==> src/hdl/sslp_defines.svh <==
// sslp_defines.svh: timing counts and widths for the sram sleep controller
// assumes: included by bare name from design files only
`ifndef SSLP_DEFINES_SVH
`define SSLP_DEFINES_SVH
`define SSLP_CLK_PERIOD_PS 4000
`define SSLP_ENTRY_CYCLES 2
`define SSLP_RECOVERY_PS 20000
// least time rounds up to whole cycles
`define SSLP_RECOVERY_CYCLES ((`SSLP_RECOVERY_PS + `SSLP_CLK_PERIOD_PS - 1) / `SSLP_CLK_PERIOD_PS)
`define SSLP_CNT_W 4
`endif

==> src/hdl/sslp_pkg.sv <==
// sslp_pkg.sv: types for the sram sleep controller
// assumes: used with package-qualified names, nothing imported
package sslp_pkg;
  typedef enum logic [3:0] {
    SSLP_AWAKE = 4'h1,
    SSLP_ENTER = 4'h2,
    SSLP_SLEEP = 4'h4,
    SSLP_RECOV = 4'h8
  } sslp_state_t;
endpackage : sslp_pkg

==> src/hdl/sslp_data_store.sv <==
// sslp_data_store.sv: small synchronous memory with registered read data
// assumes: single clock, contents are not reset
`timescale 1ns/1ps
module sslp_data_store #(
  parameter int AW = 4,
  parameter int DW = 16
) (
  input wire logic sys_clk_i, // device clock
  input wire logic we_i, // write strobe
  input wire logic re_i, // read strobe
  input wire logic [AW-1:0] addr_i, // word address
  input wire logic [DW-1:0] wdata_i, // write data
  output logic [DW-1:0] rdata_o // registered read data
);
  logic [DW-1:0] mem_q [0:(1<<AW)-1];

  // contents hold across sleep since nothing clears them
  always_ff @(posedge sys_clk_i) begin
    if (we_i) begin
      mem_q[addr_i] <= wdata_i;
    end
    if (re_i) begin
      rdata_o <= mem_q[addr_i];
    end
  end
endmodule : sslp_data_store

==> src/hdl/sslp_ctrl.sv <==
// sslp_ctrl.sv: sync burst sram core with sleep entry, hold and recovery
// assumes: sleep request arrives from a pin in another timing domain;
// commands come from logic on sys_clk_i
// limits: the recovery load must fit the cycle counter width
// a request that returns during recovery goes straight back to entry
// the pin is seen two flops late, so entry and exit both lag it by
// two cycles on top of the counted intervals
// reads stay legal in recovery; writes there are dropped and flagged
//
// Contract
// - enter sleep two cycles after request
// - all internal state kept while asleep
// - resume only after 20 ns recovery; an entry begun in recovery that aborts goes to awake without it
// - asleep: ignore inputs, float all outputs; only dq floats here, status outputs stay driven
// - deselected for whole time request high; here deselection follows the synchronised request, two cycles behind the pin
// - sleep request asynchronous, active high
`timescale 1ns/1ps
`include "sslp_defines.svh"
module sslp_ctrl #(
  parameter int AW = 4,
  parameter int DW = 16,
  parameter int RECOVERY_CYCLES = `SSLP_RECOVERY_CYCLES
) (
  input wire logic sys_clk_i, // device clock, 250 MHz
  input wire logic rst_n_i, // async reset, active low
  input wire logic sleep_request_i, // async sleep pin, active high
  input wire logic sel_i, // chip select, same clock
  input wire logic start_i, // load new address
  input wire logic adv_i, // advance burst counter
  input wire logic wr_i, // write command
  input wire logic [AW-1:0] addr_i, // start address
  input wire logic [DW-1:0] wdata_i, // write data
  output logic [DW-1:0] dq_o, // read data
  output logic dq_oe_n_o, // low while driving dq
  output logic asleep_o, // sleep state reached
  output logic recovering_o, // in recovery interval
  output logic write_refused_o // write seen during recovery
);
  // counter width kept as a plain constant so casts stay readable
  localparam int CNT_W = `SSLP_CNT_W;
  // loads for the down counter, which ends each span at zero
  localparam int ENTRY_LOAD = `SSLP_ENTRY_CYCLES - 1;
  localparam int RECOV_LOAD = RECOVERY_CYCLES - 1;

  // state decode shared by the command gating and the status flags
  function automatic logic is_sleep(input sslp_pkg::sslp_state_t s);
    return (s == sslp_pkg::SSLP_SLEEP);
  endfunction : is_sleep

  function automatic logic is_recov(input sslp_pkg::sslp_state_t s);
    return (s == sslp_pkg::SSLP_RECOV);
  endfunction : is_recov

  // pin passes two flops; first flop read only by second
  logic req_meta_q, req_sync_q;
  always_ff @(posedge sys_clk_i or negedge rst_n_i) begin
    if (!rst_n_i) begin
      req_meta_q <= 1'b0;
      req_sync_q <= 1'b0;
    end else begin
      req_meta_q <= sleep_request_i;
      req_sync_q <= req_meta_q;
    end
  end

  // one-hot state plus one down counter shared by both timed spans
  sslp_pkg::sslp_state_t state_q, state_d;
  logic [CNT_W-1:0] cnt_q, cnt_d;

  // next state; request level alone decides sleep span
  always_comb begin
    state_d = state_q;
    cnt_d = cnt_q;
    case (state_q)
      // awake: a synchronised request starts the entry count
      sslp_pkg::SSLP_AWAKE: begin
        if (req_sync_q) begin
          state_d = sslp_pkg::SSLP_ENTER;
          cnt_d = CNT_W'(ENTRY_LOAD);
        end
      end
      // entering: a request that drops early aborts back to awake
      sslp_pkg::SSLP_ENTER: begin
        if (!req_sync_q) begin
          state_d = sslp_pkg::SSLP_AWAKE;
        end else if (cnt_q == '0) begin
          state_d = sslp_pkg::SSLP_SLEEP;
        end else begin
          cnt_d = cnt_q - 1'b1;
        end
      end
      // asleep: held for exactly as long as the request stays high
      sslp_pkg::SSLP_SLEEP: begin
        if (!req_sync_q) begin
          state_d = sslp_pkg::SSLP_RECOV;
          cnt_d = CNT_W'(RECOV_LOAD);
        end
      end
      // recovering: counts out the interval before full service
      sslp_pkg::SSLP_RECOV: begin
        if (req_sync_q) begin
          state_d = sslp_pkg::SSLP_ENTER;
          cnt_d = CNT_W'(ENTRY_LOAD);
        end else if (cnt_q == '0) begin
          state_d = sslp_pkg::SSLP_AWAKE;
        end else begin
          cnt_d = cnt_q - 1'b1;
        end
      end
      default: begin
        state_d = sslp_pkg::SSLP_AWAKE;
      end
    endcase
  end

  // state and counter registers; reset lands awake
  always_ff @(posedge sys_clk_i or negedge rst_n_i) begin
    if (!rst_n_i) begin
      state_q <= sslp_pkg::SSLP_AWAKE;
      cnt_q <= '0;
    end else begin
      state_q <= state_d;
      cnt_q <= cnt_d;
    end
  end

  // command gating; synchronised request high means deselected at once
  // decodes of the current state
  wire asleep_w = is_sleep(state_q);
  wire recov_w = is_recov(state_q);
  wire live_w = !asleep_w && !req_sync_q;
  wire cmd_sel_w = live_w && sel_i;
  // writes in recovery are dropped rather than risk a corrupt cell
  wire wr_ok_w = cmd_sel_w && wr_i && !recov_w;
  wire wr_bad_w = cmd_sel_w && wr_i && recov_w;
  wire rd_w = cmd_sel_w && !wr_i;

  // burst counter only moves on live commands; held while asleep
  logic [AW-1:0] burst_q;
  wire [AW-1:0] burst_inc_w = burst_q + 1'b1; // wraps at the top word
  wire [AW-1:0] burst_d = start_i ? addr_i : (adv_i ? burst_inc_w : burst_q);
  always_ff @(posedge sys_clk_i or negedge rst_n_i) begin
    if (!rst_n_i) begin
      burst_q <= '0;
    end else if (cmd_sel_w) begin
      burst_q <= burst_d;
    end
  end

  // store follows the burst mux, so a load and its access share a cycle
  logic [DW-1:0] rdata_w;
  sslp_data_store #(.AW(AW), .DW(DW)) u_store (
    .sys_clk_i(sys_clk_i),
    .we_i(wr_ok_w),
    .re_i(rd_w),
    .addr_i(burst_d),
    .wdata_i(wdata_i),
    .rdata_o(rdata_w)
  );

  // read valid one cycle after the store registers its data
  logic rd_pend_q;
  always_ff @(posedge sys_clk_i or negedge rst_n_i) begin
    if (!rst_n_i) begin
      rd_pend_q <= 1'b0;
    end else begin
      rd_pend_q <= rd_w;
    end
  end

  // output stage; floats whenever asleep or request seen
  wire drive_w = rd_pend_q && live_w;
  wire asleep_nx_w = is_sleep(state_d);
  wire recov_nx_w = is_recov(state_d);

  // read data holds its last value between reads
  always_ff @(posedge sys_clk_i or negedge rst_n_i) begin
    if (!rst_n_i) begin
      dq_o <= '0;
    end else if (drive_w) begin
      dq_o <= rdata_w;
    end
  end

  // enable idles high, so reset and sleep leave dq floating
  always_ff @(posedge sys_clk_i or negedge rst_n_i) begin
    if (!rst_n_i) begin
      dq_oe_n_o <= 1'b1;
    end else begin
      dq_oe_n_o <= !drive_w;
    end
  end

  // taken from the next state so the flag lines up with state_q
  always_ff @(posedge sys_clk_i or negedge rst_n_i) begin
    if (!rst_n_i) begin
      asleep_o <= 1'b0;
    end else begin
      asleep_o <= asleep_nx_w;
    end
  end

  // level for the whole counted recovery
  always_ff @(posedge sys_clk_i or negedge rst_n_i) begin
    if (!rst_n_i) begin
      recovering_o <= 1'b0;
    end else begin
      recovering_o <= recov_nx_w;
    end
  end

  // one-cycle pulse per write dropped in recovery
  always_ff @(posedge sys_clk_i or negedge rst_n_i) begin
    if (!rst_n_i) begin
      write_refused_o <= 1'b0;
    end else begin
      write_refused_o <= wr_bad_w;
    end
  end
endmodule : sslp_ctrl

==> config.mk <==
export PLATFORM = sky130hd
export DESIGN_NAME = sslp_ctrl
export DESIGN_NICKNAME = d
export VERILOG_FILES = /design/src/hdl/sslp_pkg.sv /design/src/hdl/sslp_data_store.sv /design/src/hdl/sslp_ctrl.sv
export VERILOG_INCLUDE_DIRS = /design/src /design/src/hdl
export SDC_FILE = /design/constraint.sdc
export NUM_CORES = 1
export LEC_CHECK = 0
export ABC_AREA = 1
export BUFFER_PORTS_ARGS = -buffer_cell sky130_fd_sc_hd__buf_2
export CAP_MARGIN = 20
export CORE_MARGIN = 4
export CORE_UTILIZATION = 54
export CTS_BUF_LIST = sky130_fd_sc_hd__clkbuf_4
export CTS_CLUSTER_DIAMETER = 60
export CTS_CLUSTER_SIZE = 30
export DETAILED_ROUTE_END_ITERATION = 10
export GPL_TIMING_DRIVEN = 1
export PLACE_DENSITY = 0.7
export SYNTH_ARGS = -nofsm -noshare
export SYNTH_HDL_FRONTEND = slang
export SYNTH_SLANG_ARGS = --single-unit
==> constraint.sdc <==
create_clock -name sys_clk_i -period 3.7 [get_ports sys_clk_i]
set_input_delay 0.555 -clock sys_clk_i [delete_from_list [all_inputs] [get_ports sys_clk_i]]
set_output_delay 0.555 -clock sys_clk_i [all_outputs]
set_load 0.01 [all_outputs]
==> results by group <==
Synth
  • Mux share of post-synthesis cell area: 0.0138
  • Largest family of logic cells by synthesized area: simple AND/OR/NAND/NOR gates
  • Area leader, netlist: edfxtp_1
  • Most common cell in the netlist: nand2_1
  • Top cells by area, synth: edfxtp_1 (62%), nand2_1 (17%), dfrtp_1 (6.3%)
  • Top FF cell, synth: edfxtp_1
  • Yosys top cell area share: 0.623
  • Post-Synth Adder-Cell Area: 0.00191
  • Post-synthesis compound-gate area fraction: 0.0128
  • Post-Synth Simple-Gate Area: 0.239
  • Post-synthesis cell area: 0.0131 mm²
  • Synth cell count leaders: nand2_1 (587), edfxtp_1 (272), nand3_1 (141)
  • Seq/Total Area, Yosys: 0.690
  • Post-Synth XOR/XNOR Area: 0.000669
  • Yosys cell types: 35
  • Post-synth EDFFs: 272
  • #FFs+latches synth: 307
  • Async SR Flop Fraction: 0.114
  • Syn Area/Cell: 10.6 µm²
  • Post-Synthesis Cells: 1240
  • Post-Syn Nets: between 1000 and 1500
  • Yosys warnings: 0

Worst setup path
  • Reg-to-Reg Start: burst_q[0]
  • R2R Path End: u_store.mem_q[11][3]
  • CP Capture Type: flop
  • Arr. time, crit path: 3.21 ns
  • Largest delay share family, worst path: buffers and inverters
  • Critical-path top delay cell: dfrtp_1
  • Max incr delay on CP: between 0.4 and 0.5 ns
  • Startpoint Class: flop
  • Setup CP Type: flop to flop
  • CP Buf/Inv Count: 2
  • Critical path required time: 4.13 ns
  • Crit path cell chain: ha_1, nand2_1, o21ai_0, nand2_1, o21ai_4, buf_4, nand3_1, nor2_1, buf_4
  • CP max FO: 28
  • Reg2reg setup slack: just over 0.9 ns
  • Reg2reg path depth: 9

Power and ir drop
  • Worst VDD drop: around 0.40 mV
  • Power per Cell Area: 472 mW/mm²
  • P_sw: 2.01 mW
  • Sequential share of power: 0.591
  • Clock power frac: 0.237
  • Sw frac: 0.300
  • Comb power frac: 0.172
  • Design Power: 6.70 mW
  • P_leak: 5.97 nW
  • Pint: 4.69 mW

Timing
  • Max Clock Freq: between 300 and 400 MHz
  • Worst slew pin tran: between 1 and 1.5 ns
  • RSZ-0062 raised after global routing: no
  • Final Hold Fails: 0
  • Period utilization: 0.752
  • Setup tns final: 0 ns
  • Final Skew: 0.0738 ns
  • Fin. max-slew vios: 0
  • Max-slew headroom: 0.295
  • Period minus WS final: 2.78 ns
  • Endpoints failing setup: 0

Drt
  • Drt drc: 0
  • Final ANT Viol Nets: 0
  • Iteration count of the initial detailed-routing pass: 6
  • Average wire per standard cell: roughly 19 µm
  • DRT Wirelength: ~30000 µm
  • Vias per cell: 5.42
  • Drt initial violations: between 900 and 1000
  • Vias after detailed routing: 8771

Global routing
  • GRT Total Usage: 0.226
  • First-pass GRT wire length: 46600 µm
  • Largest net degree at the start of global routing: around 130
  • Vias in the first global route: 8340
  • Antenna violations before repair: 2
  • Final global-route overflow total: 0

Clocking
  • CTS sink cnt: 307
  • CTS Root Cell: clkbuf_4
  • Clock insertion delay at the later pin of the skew report: 0.75 ns
  • TritonCTS clock tree: built
  • H-Tree Depth: 1
  • Cts repair resizes: 0
  • Max Root-Sink Buffers: 3
  • Cts bufs inserted: 19
  • Reg clk slew, reported paths: 0.27 ns

Cells and area
  • Multi-input gate area: 0.00355 mm²
  • Fill cells: approximately 2000
  • Storage element area: 0.00905 mm²
  • Area growth from synthesis to final layout: 8.18%
  • Layout cells sized above 1: 0.125
  • Nets@finish: 1313

Placement
  • Final HPWL DP: 17500 µm
  • Gp weighted congestion: 0.862
  • IO buf count: 46

Floorplanning
  • Rows: 56
  • Area of the die: 0.0268 mm²
  • Die Ht: 164 µm
  • Core ar.: about 0.024 mm²
  • Starting Density: 0.553
  • Die Wd: about 160 µm
  • IO Count: between 40 and 50

Hold path
  • Hold Path Stages: 3
  • WHS Endpoint: write_refused_o
  • Min-Delay Path Class: primary input to flop
  • Hold path start: wr_i

Run
  • Max-Cap Viols: 0

Run status
  • Outcome: finished clean
flip-flops by register name, summed over array words and instances, names as in the netlist:
| register | cells |
|---|---|
| dq_oe_n_o | 1 |
| req_sync_q | 1 |
| dq_o | 16 |
| u_store.rdata_o | 16 |
| rd_pend_q | 1 |
| asleep_o | 1 |
| cnt_q | 4 |
| state_q | 4 |
| u_store.mem_q | 256 |
| burst_q | 4 |
| req_meta_q | 1 |
| write_refused_o | 1 |
| recovering_o | 1 |
worst max path at each step:
stage / startpoint / endpoint / slack [ns] / cells past startpoint
2_1_floorplan: burst_q[0] / u_store.mem_q[12][0] / 1.10 / 10
3_3_place_gp: start_i / u_store.mem_q[11][9] / 0.88 / 8
3_5_place_dp: start_i / u_store.mem_q[11][10] / 0.80 / 8
4_1_cts: burst_q[0] / u_store.mem_q[11][4] / 0.95 / 9
5_1_grt: state_q[0] / u_store.mem_q[12][1] / 0.74 / 7
6_report: burst_q[0] / u_store.mem_q[11][3] / 0.92 / 9
stage by stage:
step                instances  instance area [µm²]  hold WS (ns)  utilization  setup slack, ns
global route             1617                14200        0.0317        0.598            0.742
detailed placement       1579                13800         0.342        0.582            0.805
CTS                      1615                14200        0.0295        0.598            0.950
finish                   1618                14200        0.0830        0.598            0.917
global placement         1579                13800         0.348        0.582            0.884
floorplan                1240                13100         0.259            -             1.10
power groups by stage:
stage | clock (mW) | sequential, mW | combinational [mW]
detailed placement | 0 | 4.04 | 1.14
global placement | 0 | 4.03 | 1.12
finish | 1.58 | 3.96 | 1.15
global route | 1.75 | 3.98 | 1.30
CTS | 1.62 | 3.96 | 1.15
floorplan | 0 | 4.05 | 0.772
worst register-to-register path, cell delays in order, from the launching register on:
cell and delay, ns:
dfrtp_1 0.49, ha_1 0.30, nand2_1 0.04, o21ai_0 0.07, nand2_1 0.11, o21ai_4 0.20, buf_4 0.43, nand3_1 0.28
nor2_1 0.26, buf_4 0.28
logic make-up after synthesis:
family                     Yosys count
adders and majority gates            2
AOI/OAI and AO/OA                   26
buffers and inverters              120
xor gates and xnor gates             1
DFF                                307
muxes                               16
and+or+nand+nor                    768
area by class of cell:
| cell class | instances | share of cell area |
|---|---|---|
| multi-input combinational | 813 | 0.251 |
| tap | 319 | 0.0282 |
| timing repair buffer | 85 | 0.0428 |
| sequential | 307 | 0.638 |
| clock inverter | 13 | 0.0132 |
| antenna | 2 | 0.000353 |
| clock buffer | 21 | 0.0111 |
| inverter | 58 | 0.0154 |
what timing repair did:
action / 4_1_cts / 5_1_grt
setup buffers: 0 / 0
endpoints found under the hold margin: 34 / 0
hold buffers: 2 / 0
cells in the final DEF (no fill, tap or decap), types with 3 or more instances in the layout:
cell / instances
nor2_1: 20
o21ai_0: 13
inv_2: 8
clkbuf_4: 21
inv_1: 50
nor2_2: 5
nand2_2: 3
nor3_1: 3
buf_2: 46
inv_8: 3
nand2_4: 3
buf_4: 30
dfrtp_1: 33
edfxtp_1: 272
mux2_2: 16
nand3_1: 141
buf_12: 6
nand2_1: 586
layer usage:
layer  wire (µm)  GRT usage  share of wire  vias up
met3        2440     0.0422          0.081       48
met2       14100      0.356           0.46      314
met5          13          0        0.00043        -
li1            -          -              -     4196
met4         717     0.0549          0.024        2
met1       13100      0.331           0.43     4211
No activity file was read; power rests on OpenSTA's default activity.
